### src/hw/acc_pkg.sv
// Package with register map, field layout and constants of the converter control block
package acc_pkg;
   // Register byte offsets (word aligned)
   localparam logic [3:0] ACC_CTRL_OFS = 4'h0;
   localparam logic [3:0] ACC_CLK_OFS = 4'h4;
   localparam logic [3:0] ACC_RESH_OFS = 4'h8;
   localparam logic [3:0] ACC_RESL_OFS = 4'hC;
   localparam logic [4:0] ACC_IRQ_OFS = 5'h10;
   localparam logic [4:0] ACC_PORT_OFS = 5'h14;
   // Control register fields
   localparam int ACC_START_BIT = 7;
   localparam int ACC_BUSY_BIT = 6;
   localparam int ACC_PCR_LSB = 2;
   localparam int ACC_CH_LSB = 0;
   // Clock register fields
   localparam int ACC_TEST_BIT = 7;
   localparam int ACC_PWROFF_BIT = 6;
   localparam int ACC_CS_LSB = 0;
   // Interrupt register fields
   localparam int ACC_GIE_BIT = 0;
   localparam int ACC_MFIE_BIT = 1;
   localparam int ACC_CIE_BIT = 2;
   localparam int ACC_FLAG_BIT = 3;
   // Reset values
   localparam logic [7:0] ACC_CTRL_RST = 8'h40;
   localparam logic [7:0] ACC_CLK_RST = 8'h80;
   // Conversion length in converter clocks
   localparam int ACC_CONV_CLKS = 16;
   // Least converter clock period and system clock period
   localparam real ACC_TAD_MIN_NS = 0.5 * 1000.0;
   localparam real ACC_SYS_PERIOD_NS = 5.0;
   // Divider reaching the period, rounded up to 101 cycles, one above the least; software's job to pick it
   localparam int ACC_TAD_MIN_CYC = int'((ACC_TAD_MIN_NS + ACC_SYS_PERIOD_NS - 1.0) / ACC_SYS_PERIOD_NS);
   // Clock select codes
   typedef enum logic [2:0] {
      ACC_DIV2 = 3'h0, ACC_DIV8 = 3'h1, ACC_DIV32 = 3'h2, ACC_UND3 = 3'h3,
      ACC_DIV1 = 3'h4, ACC_DIV4 = 3'h5, ACC_DIV16 = 3'h6, ACC_UND7 = 3'h7
   } acc_clksel_t;
   // Result as seen by software
   typedef struct packed {
      logic [7:0] high;
      logic [7:0] low;
   } acc_result_t;
endpackage : acc_pkg

### src/hw/acc_top.sv
// Converter control block with classic Wishbone register slave
//
// Decided for this implementation: register access over Wishbone and the register offsets.
`timescale 1ns/1ps
// Functional notes
// - Power-off bit high powers converter down
// - Clock select field picks system clock divider
// - Config bit picks I/O or analog per pin
// - Analog pin loses its pull-high resistor
// - Analog pin overrides port direction setting
// - All config bits zero powers converter down
// - Start low-high-low pulse begins a conversion
// - Conversion lasts sixteen converter clocks
// - Busy falls at end, result readable
// - Interrupt needs three enables, stack not full
// - Result is 12-bit unsigned code
// - Half-step input offset, handled in analog
// - Start high alone resets converter, sets busy
// - Conversion end sets converter interrupt flag
// - Channel field routes input 0..3
// - High holds bits 11..4, low upper nibble
module acc_top
   import acc_pkg::*;
#(
   parameter int NPINS = 4,
   parameter int RES_W = 12
) (
   input wire logic CLOCK_I,
   input wire logic SRST_I,
   input wire logic CYC_I,
   input wire logic STB_I,
   input wire logic WE_I,
   input wire logic [7:0] ADR_I,
   input wire logic [3:0] SEL_I,
   input wire logic [31:0] DAT_I,
   output logic [31:0] DAT_O,
   output logic ACK_O,
   input wire logic STACK_FULL_I,
   input wire logic [RES_W-1:0] SAR_CODE_I,
   input wire logic [NPINS-1:0] PORT_DIR_I,
   input wire logic [NPINS-1:0] PULL_EN_I,
   output logic [NPINS-1:0] PIN_ANALOG_O,
   output logic [NPINS-1:0] PIN_PULL_O,
   output logic [NPINS-1:0] PIN_DIR_O,
   output logic [1:0] INPUT_CHANNEL_O,
   output logic CONV_POWER_ON_O,
   output logic CONV_CLK_EN_O,
   output logic CONV_RESET_O,
   output logic CONV_SAMPLE_O,
   output logic IRQ_O
);

   typedef enum logic [1:0] {ST_IDLE, ST_ARMED, ST_CONV} acc_state_t;

   acc_state_t state_r;
   logic start_r;
   logic busy_r;
   logic [NPINS-1:0] pin_analog_config_r;
   logic [1:0] input_channel_select_r;
   logic test_r;
   logic converter_power_off_r;
   logic [2:0] conv_clock_select_r;
   logic global_irq_enable_r;
   logic multi_function_irq_enable_r;
   logic converter_irq_enable_r;
   logic converter_irq_flag_r;
   acc_result_t result_r;
   logic [5:0] div_cnt_r;
   logic [4:0] tick_cnt_r;
   logic ack_r;
   logic [31:0] dat_r;

   // Divider ratio minus one for a select code
   function automatic logic [5:0] acc_div_last(input logic [2:0] sel);
      unique case (sel)
         ACC_DIV1: acc_div_last = 6'h00;
         ACC_DIV2: acc_div_last = 6'h01;
         ACC_DIV4: acc_div_last = 6'h03;
         ACC_DIV8: acc_div_last = 6'h07;
         ACC_DIV16: acc_div_last = 6'h0F;
         ACC_DIV32: acc_div_last = 6'h1F;
         default: acc_div_last = 6'h1F;
      endcase
   endfunction : acc_div_last

   // Bus decode
   logic bus_req;
   logic bus_wr;
   logic wr_ctrl;
   logic wr_clk;
   logic wr_irq;
   logic powered;
   logic tad_tick;
   logic conv_done;
   logic start_wr_val;
   assign bus_req = CYC_I && STB_I && !ack_r;
   // Writes land at the edge where ack is seen high
   assign bus_wr = CYC_I && STB_I && WE_I && ack_r;
   assign wr_ctrl = bus_wr && SEL_I[0] && (ADR_I == {4'h0, ACC_CTRL_OFS});
   assign wr_clk = bus_wr && SEL_I[0] && (ADR_I == {4'h0, ACC_CLK_OFS});
   assign wr_irq = bus_wr && SEL_I[0] && (ADR_I == {3'h0, ACC_IRQ_OFS});
   assign start_wr_val = DAT_I[ACC_START_BIT];
   // Converter is powered only when enabled and a pin is analog
   assign powered = !converter_power_off_r && (|pin_analog_config_r);
   // Undefined codes never tick
   assign tad_tick = powered && (div_cnt_r == acc_div_last(conv_clock_select_r)) &&
                     (conv_clock_select_r != ACC_UND3) && (conv_clock_select_r != ACC_UND7);
   assign conv_done = (state_r == ST_CONV) && tad_tick && (tick_cnt_r == 5'(ACC_CONV_CLKS - 1));

   // Wishbone acknowledge, one cycle after request
   // A master that drops its strobe before ack leaves the registers untouched
   always_ff @(posedge CLOCK_I) begin
      if (SRST_I) begin
         ack_r <= 1'b0;
      end else begin
         ack_r <= bus_req;
      end
   end

   // Read data mux, unmapped reads return zero
   always_ff @(posedge CLOCK_I) begin
      if (SRST_I) begin
         dat_r <= 32'h0000_0000;
      end else if (bus_req && !WE_I) begin
         unique case (ADR_I)
            {4'h0, ACC_CTRL_OFS}: dat_r <= {24'h0, start_r, busy_r, pin_analog_config_r, input_channel_select_r};
            {4'h0, ACC_CLK_OFS}: dat_r <= {24'h0, test_r, converter_power_off_r, 3'h0, conv_clock_select_r};
            {4'h0, ACC_RESH_OFS}: dat_r <= {24'h0, result_r.high};
            {4'h0, ACC_RESL_OFS}: dat_r <= {24'h0, result_r.low};
            {3'h0, ACC_IRQ_OFS}: dat_r <= {28'h0, converter_irq_flag_r, converter_irq_enable_r,
                                           multi_function_irq_enable_r, global_irq_enable_r};
            {3'h0, ACC_PORT_OFS}: dat_r <= {28'h0, pin_analog_config_r};
            default: dat_r <= 32'h0000_0000;
         endcase
      end
   end

   // Control register fields
   always_ff @(posedge CLOCK_I) begin
      if (SRST_I) begin
         start_r <= ACC_CTRL_RST[ACC_START_BIT];
         pin_analog_config_r <= ACC_CTRL_RST[ACC_PCR_LSB +: 4];
         input_channel_select_r <= ACC_CTRL_RST[ACC_CH_LSB +: 2];
      end else if (wr_ctrl) begin
         start_r <= start_wr_val;
         pin_analog_config_r <= DAT_I[ACC_PCR_LSB +: 4];
         input_channel_select_r <= DAT_I[ACC_CH_LSB +: 2];
      end
   end

   // Clock register fields
   always_ff @(posedge CLOCK_I) begin
      if (SRST_I) begin
         test_r <= ACC_CLK_RST[ACC_TEST_BIT];
         converter_power_off_r <= ACC_CLK_RST[ACC_PWROFF_BIT];
         conv_clock_select_r <= ACC_CLK_RST[ACC_CS_LSB +: 3];
      end else if (wr_clk) begin
         test_r <= DAT_I[ACC_TEST_BIT];
         converter_power_off_r <= DAT_I[ACC_PWROFF_BIT];
         conv_clock_select_r <= DAT_I[ACC_CS_LSB +: 3];
      end
   end

   // Interrupt enables
   always_ff @(posedge CLOCK_I) begin
      if (SRST_I) begin
         global_irq_enable_r <= 1'b0;
         multi_function_irq_enable_r <= 1'b0;
         converter_irq_enable_r <= 1'b0;
      end else if (wr_irq) begin
         global_irq_enable_r <= DAT_I[ACC_GIE_BIT];
         multi_function_irq_enable_r <= DAT_I[ACC_MFIE_BIT];
         converter_irq_enable_r <= DAT_I[ACC_CIE_BIT];
      end
   end

   // Sticky flag, write one to clear, set wins
   always_ff @(posedge CLOCK_I) begin
      if (SRST_I) begin
         converter_irq_flag_r <= 1'b0;
      end else if (conv_done) begin
         converter_irq_flag_r <= 1'b1;
      end else if (wr_irq && DAT_I[ACC_FLAG_BIT]) begin
         converter_irq_flag_r <= 1'b0;
      end
   end

   // Start pulse sequencer
   always_ff @(posedge CLOCK_I) begin
      if (SRST_I) begin
         state_r <= ST_IDLE;
      end else if (wr_ctrl && start_wr_val && !start_r) begin
         state_r <= ST_ARMED;
      end else if (wr_ctrl && !start_wr_val && start_r) begin
         state_r <= ST_CONV;
      end else if (conv_done || !powered) begin
         state_r <= ST_IDLE;
      end
   end

   // Busy flag
   always_ff @(posedge CLOCK_I) begin
      if (SRST_I) begin
         busy_r <= ACC_CTRL_RST[ACC_BUSY_BIT];
      end else if (wr_ctrl && start_wr_val && !start_r) begin
         busy_r <= 1'b1;
      end else if (conv_done) begin
         busy_r <= 1'b0;
      end
   end

   // Converter clock divider, restarted with each conversion
   always_ff @(posedge CLOCK_I) begin
      if (SRST_I) begin
         div_cnt_r <= 6'h00;
      end else if (state_r != ST_CONV || tad_tick || !powered) begin
         div_cnt_r <= 6'h00;
      end else begin
         div_cnt_r <= div_cnt_r + 6'h01;
      end
   end

   // Converter clock count per conversion
   always_ff @(posedge CLOCK_I) begin
      if (SRST_I) begin
         tick_cnt_r <= 5'h00;
      end else if (state_r != ST_CONV) begin
         tick_cnt_r <= 5'h00;
      end else if (tad_tick) begin
         tick_cnt_r <= tick_cnt_r + 5'h01;
      end
   end

   // Result capture, both bytes in one edge
   always_ff @(posedge CLOCK_I) begin
      if (SRST_I) begin
         result_r <= '0;
      end else if (conv_done) begin
         // Half-step input offset lives in the analog path; code taken as is
         result_r.high <= SAR_CODE_I[RES_W-1 -: 8];
         result_r.low <= {SAR_CODE_I[3:0], 4'h0};
      end
   end

   // Registered outputs
   always_ff @(posedge CLOCK_I) begin
      if (SRST_I) begin
         PIN_ANALOG_O <= '0;
         PIN_PULL_O <= '0;
         PIN_DIR_O <= '0;
         INPUT_CHANNEL_O <= 2'h0;
         CONV_POWER_ON_O <= 1'b0;
         CONV_CLK_EN_O <= 1'b0;
         CONV_RESET_O <= 1'b1;
         CONV_SAMPLE_O <= 1'b0;
         IRQ_O <= 1'b0;
      end else begin
         PIN_ANALOG_O <= pin_analog_config_r;
         PIN_PULL_O <= PULL_EN_I & ~pin_analog_config_r;
         PIN_DIR_O <= PORT_DIR_I | pin_analog_config_r;
         INPUT_CHANNEL_O <= input_channel_select_r;
         CONV_POWER_ON_O <= powered;
         CONV_CLK_EN_O <= tad_tick && (state_r == ST_CONV);
         CONV_RESET_O <= (state_r != ST_CONV);
         CONV_SAMPLE_O <= conv_done;
         IRQ_O <= global_irq_enable_r && multi_function_irq_enable_r && converter_irq_enable_r &&
                  converter_irq_flag_r && !STACK_FULL_I;
      end
   end

   assign ACK_O = ack_r;
   assign DAT_O = dat_r;
endmodule : acc_top

### config.mk
export PLATFORM = sky130hd
export DESIGN_NAME = acc_top
export DESIGN_NICKNAME = d
export VERILOG_FILES = /design/src/hw/acc_pkg.sv /design/src/hw/acc_top.sv
export SDC_FILE = /design/constraint.sdc
export NUM_CORES = 1
export LEC_CHECK = 0
export ABC_AREA = 1
export BUFFER_PORTS_ARGS = -buffer_cell sky130_fd_sc_hd__buf_2
export CORE_MARGIN = 3
export CORE_UTILIZATION = 53
export DETAILED_ROUTE_END_ITERATION = 10
export GPL_TIMING_DRIVEN = 0
export HOLD_SLACK_MARGIN = 0.15
export PLACE_DENSITY = 0.82
export SKIP_LAST_GASP = 1
export SYNTH_ARGS = -nofsm -noshare
export SYNTH_HDL_FRONTEND = slang
export SYNTH_SLANG_ARGS = --single-unit
### constraint.sdc
create_clock -name CLOCK_I -period 3.5 [get_ports CLOCK_I]
set_clock_uncertainty 0.1 [all_clocks]
set_input_delay 0.35 -clock CLOCK_I [delete_from_list [all_inputs] [get_ports CLOCK_I]]
set_output_delay 0.35 -clock CLOCK_I [all_outputs]
set_load 0.01 [all_outputs]
==> results by group <==
Status
  • Status: finished clean

Power and ir drop
  • Comb pwr share: 0.071
  • Pwr dens: 418 nW/um^2
  • Pleak: 0.00199 uW
  • Power Internal: 1350 uW
  • Switch share: 0.231
  • Overall power: 1750 uW
  • Worst VDD drop: 0.000281 V
  • Net Sw Power: 405 uW
  • Proportion of power drawn by flip-flops and latches: 0.457
  • Clk pwr share: 0.472

STA
  • # setup viols final: 0
  • Fmax: 472 MHz
  • Minimum clock period: 2.12 ns
  • Worst slew pin tran: 0.718 ns
  • Slew Limit Headroom: 0.518
  • RSZ-0062 raised after global routing: no
  • Final worst path period share: 0.605
  • Fin. Hold Viols: 0
  • Fin. max-slew vios: 0
  • Setup TNS: 0 ns
  • Hold_ws: 0.179 ns

Setup path
  • Worst Path Arrival: 2.26 ns
  • Critical Path RT: 3.64 ns
  • R2R setup slack: 1.38 ns
  • RR Startpoint: ACK_O
  • CP Capture Type: flop
  • Critical path launch point: ACK_O
  • Startpoint Class: flop
  • CP max FO: 10
  • WS Path Type: flop to flop

Detailed routing
  • Post-route DRC: 0
  • Wire per inst: 12.7 um
  • First-pass DRT Iterations: 5
  • Starting DRC count in detailed routing: 248
  • Final ANT Viol Nets: 0
  • Vias: 3192
  • Total routed wirelength: 8.19 mm
  • Routed vias/inst: 4.96

Cells and area
  • Antenna diode count: 0
  • FILL cells: 445
  • P&R area growth vs syn: 31.0%
  • Area of the multi-input gates: 1450 sq um
  • Nets@finish: 640
  • Final non-filler cell total: 644
  • Share of cells above drive strength 1: 0.226
  • Register area: 1400 sq um

Global route
  • Remaining Overflow, GRT: 0
  • Tot GR Track Use: 0.240
  • Number of global-route vias before repair: 3000
  • Initial antenna violation count: 0
  • First-pass GRT wire length: 13.7 mm
  • Largest net degree at the start of global routing: 15

Floorplanning
  • Core Area: 5680 sq um
  • Initial core utilization: 0.565
  • DIE WIDTH: 83.8 um
  • Die Area: 7020 sq um
  • Num ports: 122
  • Height of the die: 83.8 um
  • Rows: 27

Yosys
  • Mean Syn Cell Area: 7.26 sq um
  • Number of synthesized flops with an enable pin: 0
  • Leading post-synthesis cells by cell area: dfxtp_1 44%, nand2_1 9.9%, nor2_1 7.1%
  • Cells after Synth: 442
  • Warnings from Yosys: 0
  • Synth cell count leaders: 85 x nand2_1, 70 x dfxtp_1, 61 x nor2_1, 56 x inv_1, 30 x nand3_1
  • Mapped Area: 3210 sq um
  • Most frequent cell after synthesis: nand2_1
  • Synth unique cells: 32
  • FFs w/ async S/R, synth: 0
  • Top-area cell type share of the netlist area: 0.437
  • Seq/Total Area, Yosys: 0.437
  • Top_reg_cell synth: dfxtp_1
  • Largest area contributor in the netlist: dfxtp_1
  • Flops & latches, synth: 70

Hold path
  • Class of the tightest hold or removal check: input port to flop
  • Hold_sp: STB_I

Clock tree
  • Clk_lat worst skew: 0.36 ns
  • Total CTS buffers: 9
  • TritonCTS clock tree: yes
  • Clock slew at reported path FFs: 0.09 ns
  • Clk root buf: clkbuf_8
  • Clock sinks: 70
  • H-Tree Depth: 3
  • CTS max path bufs: 2
  • CTS resizes: 0

Run
  • Maxcap violations: 0

Place
  • Global placement routability congestion: 0.897
  • IO Port Bufs: 69
  • Placed cells: 606
  • Hpwl dp: 5.78 mm
-- through the flow --
| step | util | setup WS (ns) | area [sq um] |
|---|---|---|---|
| 2_1_floorplan | - | 1.79 | 3290 |
| 3_3_place_gp | 0.657 | 1.57 | 3730 |
| 3_5_place_dp | 0.657 | 1.47 | 3730 |
| 4_1_cts | 0.740 | 1.51 | 4200 |
| 5_1_grt | 0.740 | 1.30 | 4200 |
| 6_report | 0.740 | 1.38 | 4200 |
-- state kept, by name (all words and copies together) (netlist names), 2 cells and up --
register / count
div_cnt_r: 6
PIN_ANALOG_O: 4
result_r: 12
conv_clock_select_r: 3
PIN_DIR_O: 4
input_channel_select_r: 2
state_r: 2
DAT_O: 8
tick_cnt_r: 5
INPUT_CHANNEL_O: 2
PIN_PULL_O: 4
pin_analog_config_r: 4
-- metal layers --
metal | wire, um | GRT usage | up-vias
met4 | 140 | 0.0921 | 0
met2 | 3970 | 0.403 | 128
met1 | 3460 | 0.293 | 1448
met3 | 625 | 0.0642 | 14
met5 | 0 | 0 | -
li1 | - | - | 1602
-- cell families (layout without fill, tap and decap cells) --
| logic type | after synthesis | after routing | share of synthesized area |
|---|---|---|---|
| AO/OA/AOI/OAI | 64 | 64 | 0.107 |
| flip-flops | 70 | 70 | 0.437 |
| XOR/XNOR | 6 | 6 | 0.0222 |
| AND/OR/NAND/NOR | 206 | 206 | 0.282 |
| other | 1 | 24 | 0.00117 |
| buffers and inverters | 92 | 199 | 0.139 |
| adder cells (fa/ha/maj) | 3 | 3 | 0.0117 |
-- repair_timing --
item / CTS / global route
buffers inserted: 0 / 0
hold buffers: 22 / 0
endpoints found under the hold margin: 22 / 0
-- worst paths after layout --
| path | to | depth (start not counted) |
|---|---|---|
| setup / recovery | pin_analog_config_r[0] | 6 |
| hold / removal | ACK_O | 3 |
| setup reg to reg | pin_analog_config_r[0] | 6 |
| hold reg to reg | ACK_O | 1 |
-- area by class of cell --
cell class,count,share of cell area
clock buffer,9,0.0295
clock inverter,7,0.0304
inverter,59,0.0527
timing repair buffer,91,0.135
multi-input combinational,303,0.344
buffer,33,0.0533
sequential,70,0.334
tap,72,0.0214
-- critical path, cell delays in order, from the launching register on --
cell and delay (ns):
dfxtp_1 0.36, inv_1 0.07, nor3_1 0.61, nand2_1 0.32, buf_2 0.27, o21ai_0 0.20, a21oi_1 0.08
-- power by group through the flow --
stage / sequential [uW] / clock, uW / combinational [uW]
global route: 803 / 873 / 136
detailed placement: 821 / 0 / 102
floorplan: 824 / 0 / 58.9
finish: 802 / 827 / 124
global placement: 821 / 0 / 101
CTS: 802 / 838 / 121
-- placed cells by master (no fill, tap or decap), types with 3 or more instances in the layout --
master	synthesis	routed
nor2_1	61	61
buf_2	2	71
nand2_2	3	3
buf_4	24	24
conb_1	1	24
nor2_2	6	6
ha_1	3	3
nand2_1	85	85
bufinv_16	0	3
inv_1	56	56
clkbuf_1	6	6
dlygate4sd3_1	0	22
a21oi_1	29	29
o21ai_1	6	6
nand4_1	4	4
o211ai_1	3	3
o21ai_0	24	24
inv_6	0	3
dfxtp_1	70	70
xor2_1	4	4
nand3_1	30	30
nor3_1	9	9
clkbuf_8	0	9
No activity file was read; power rests on OpenSTA's default activity.
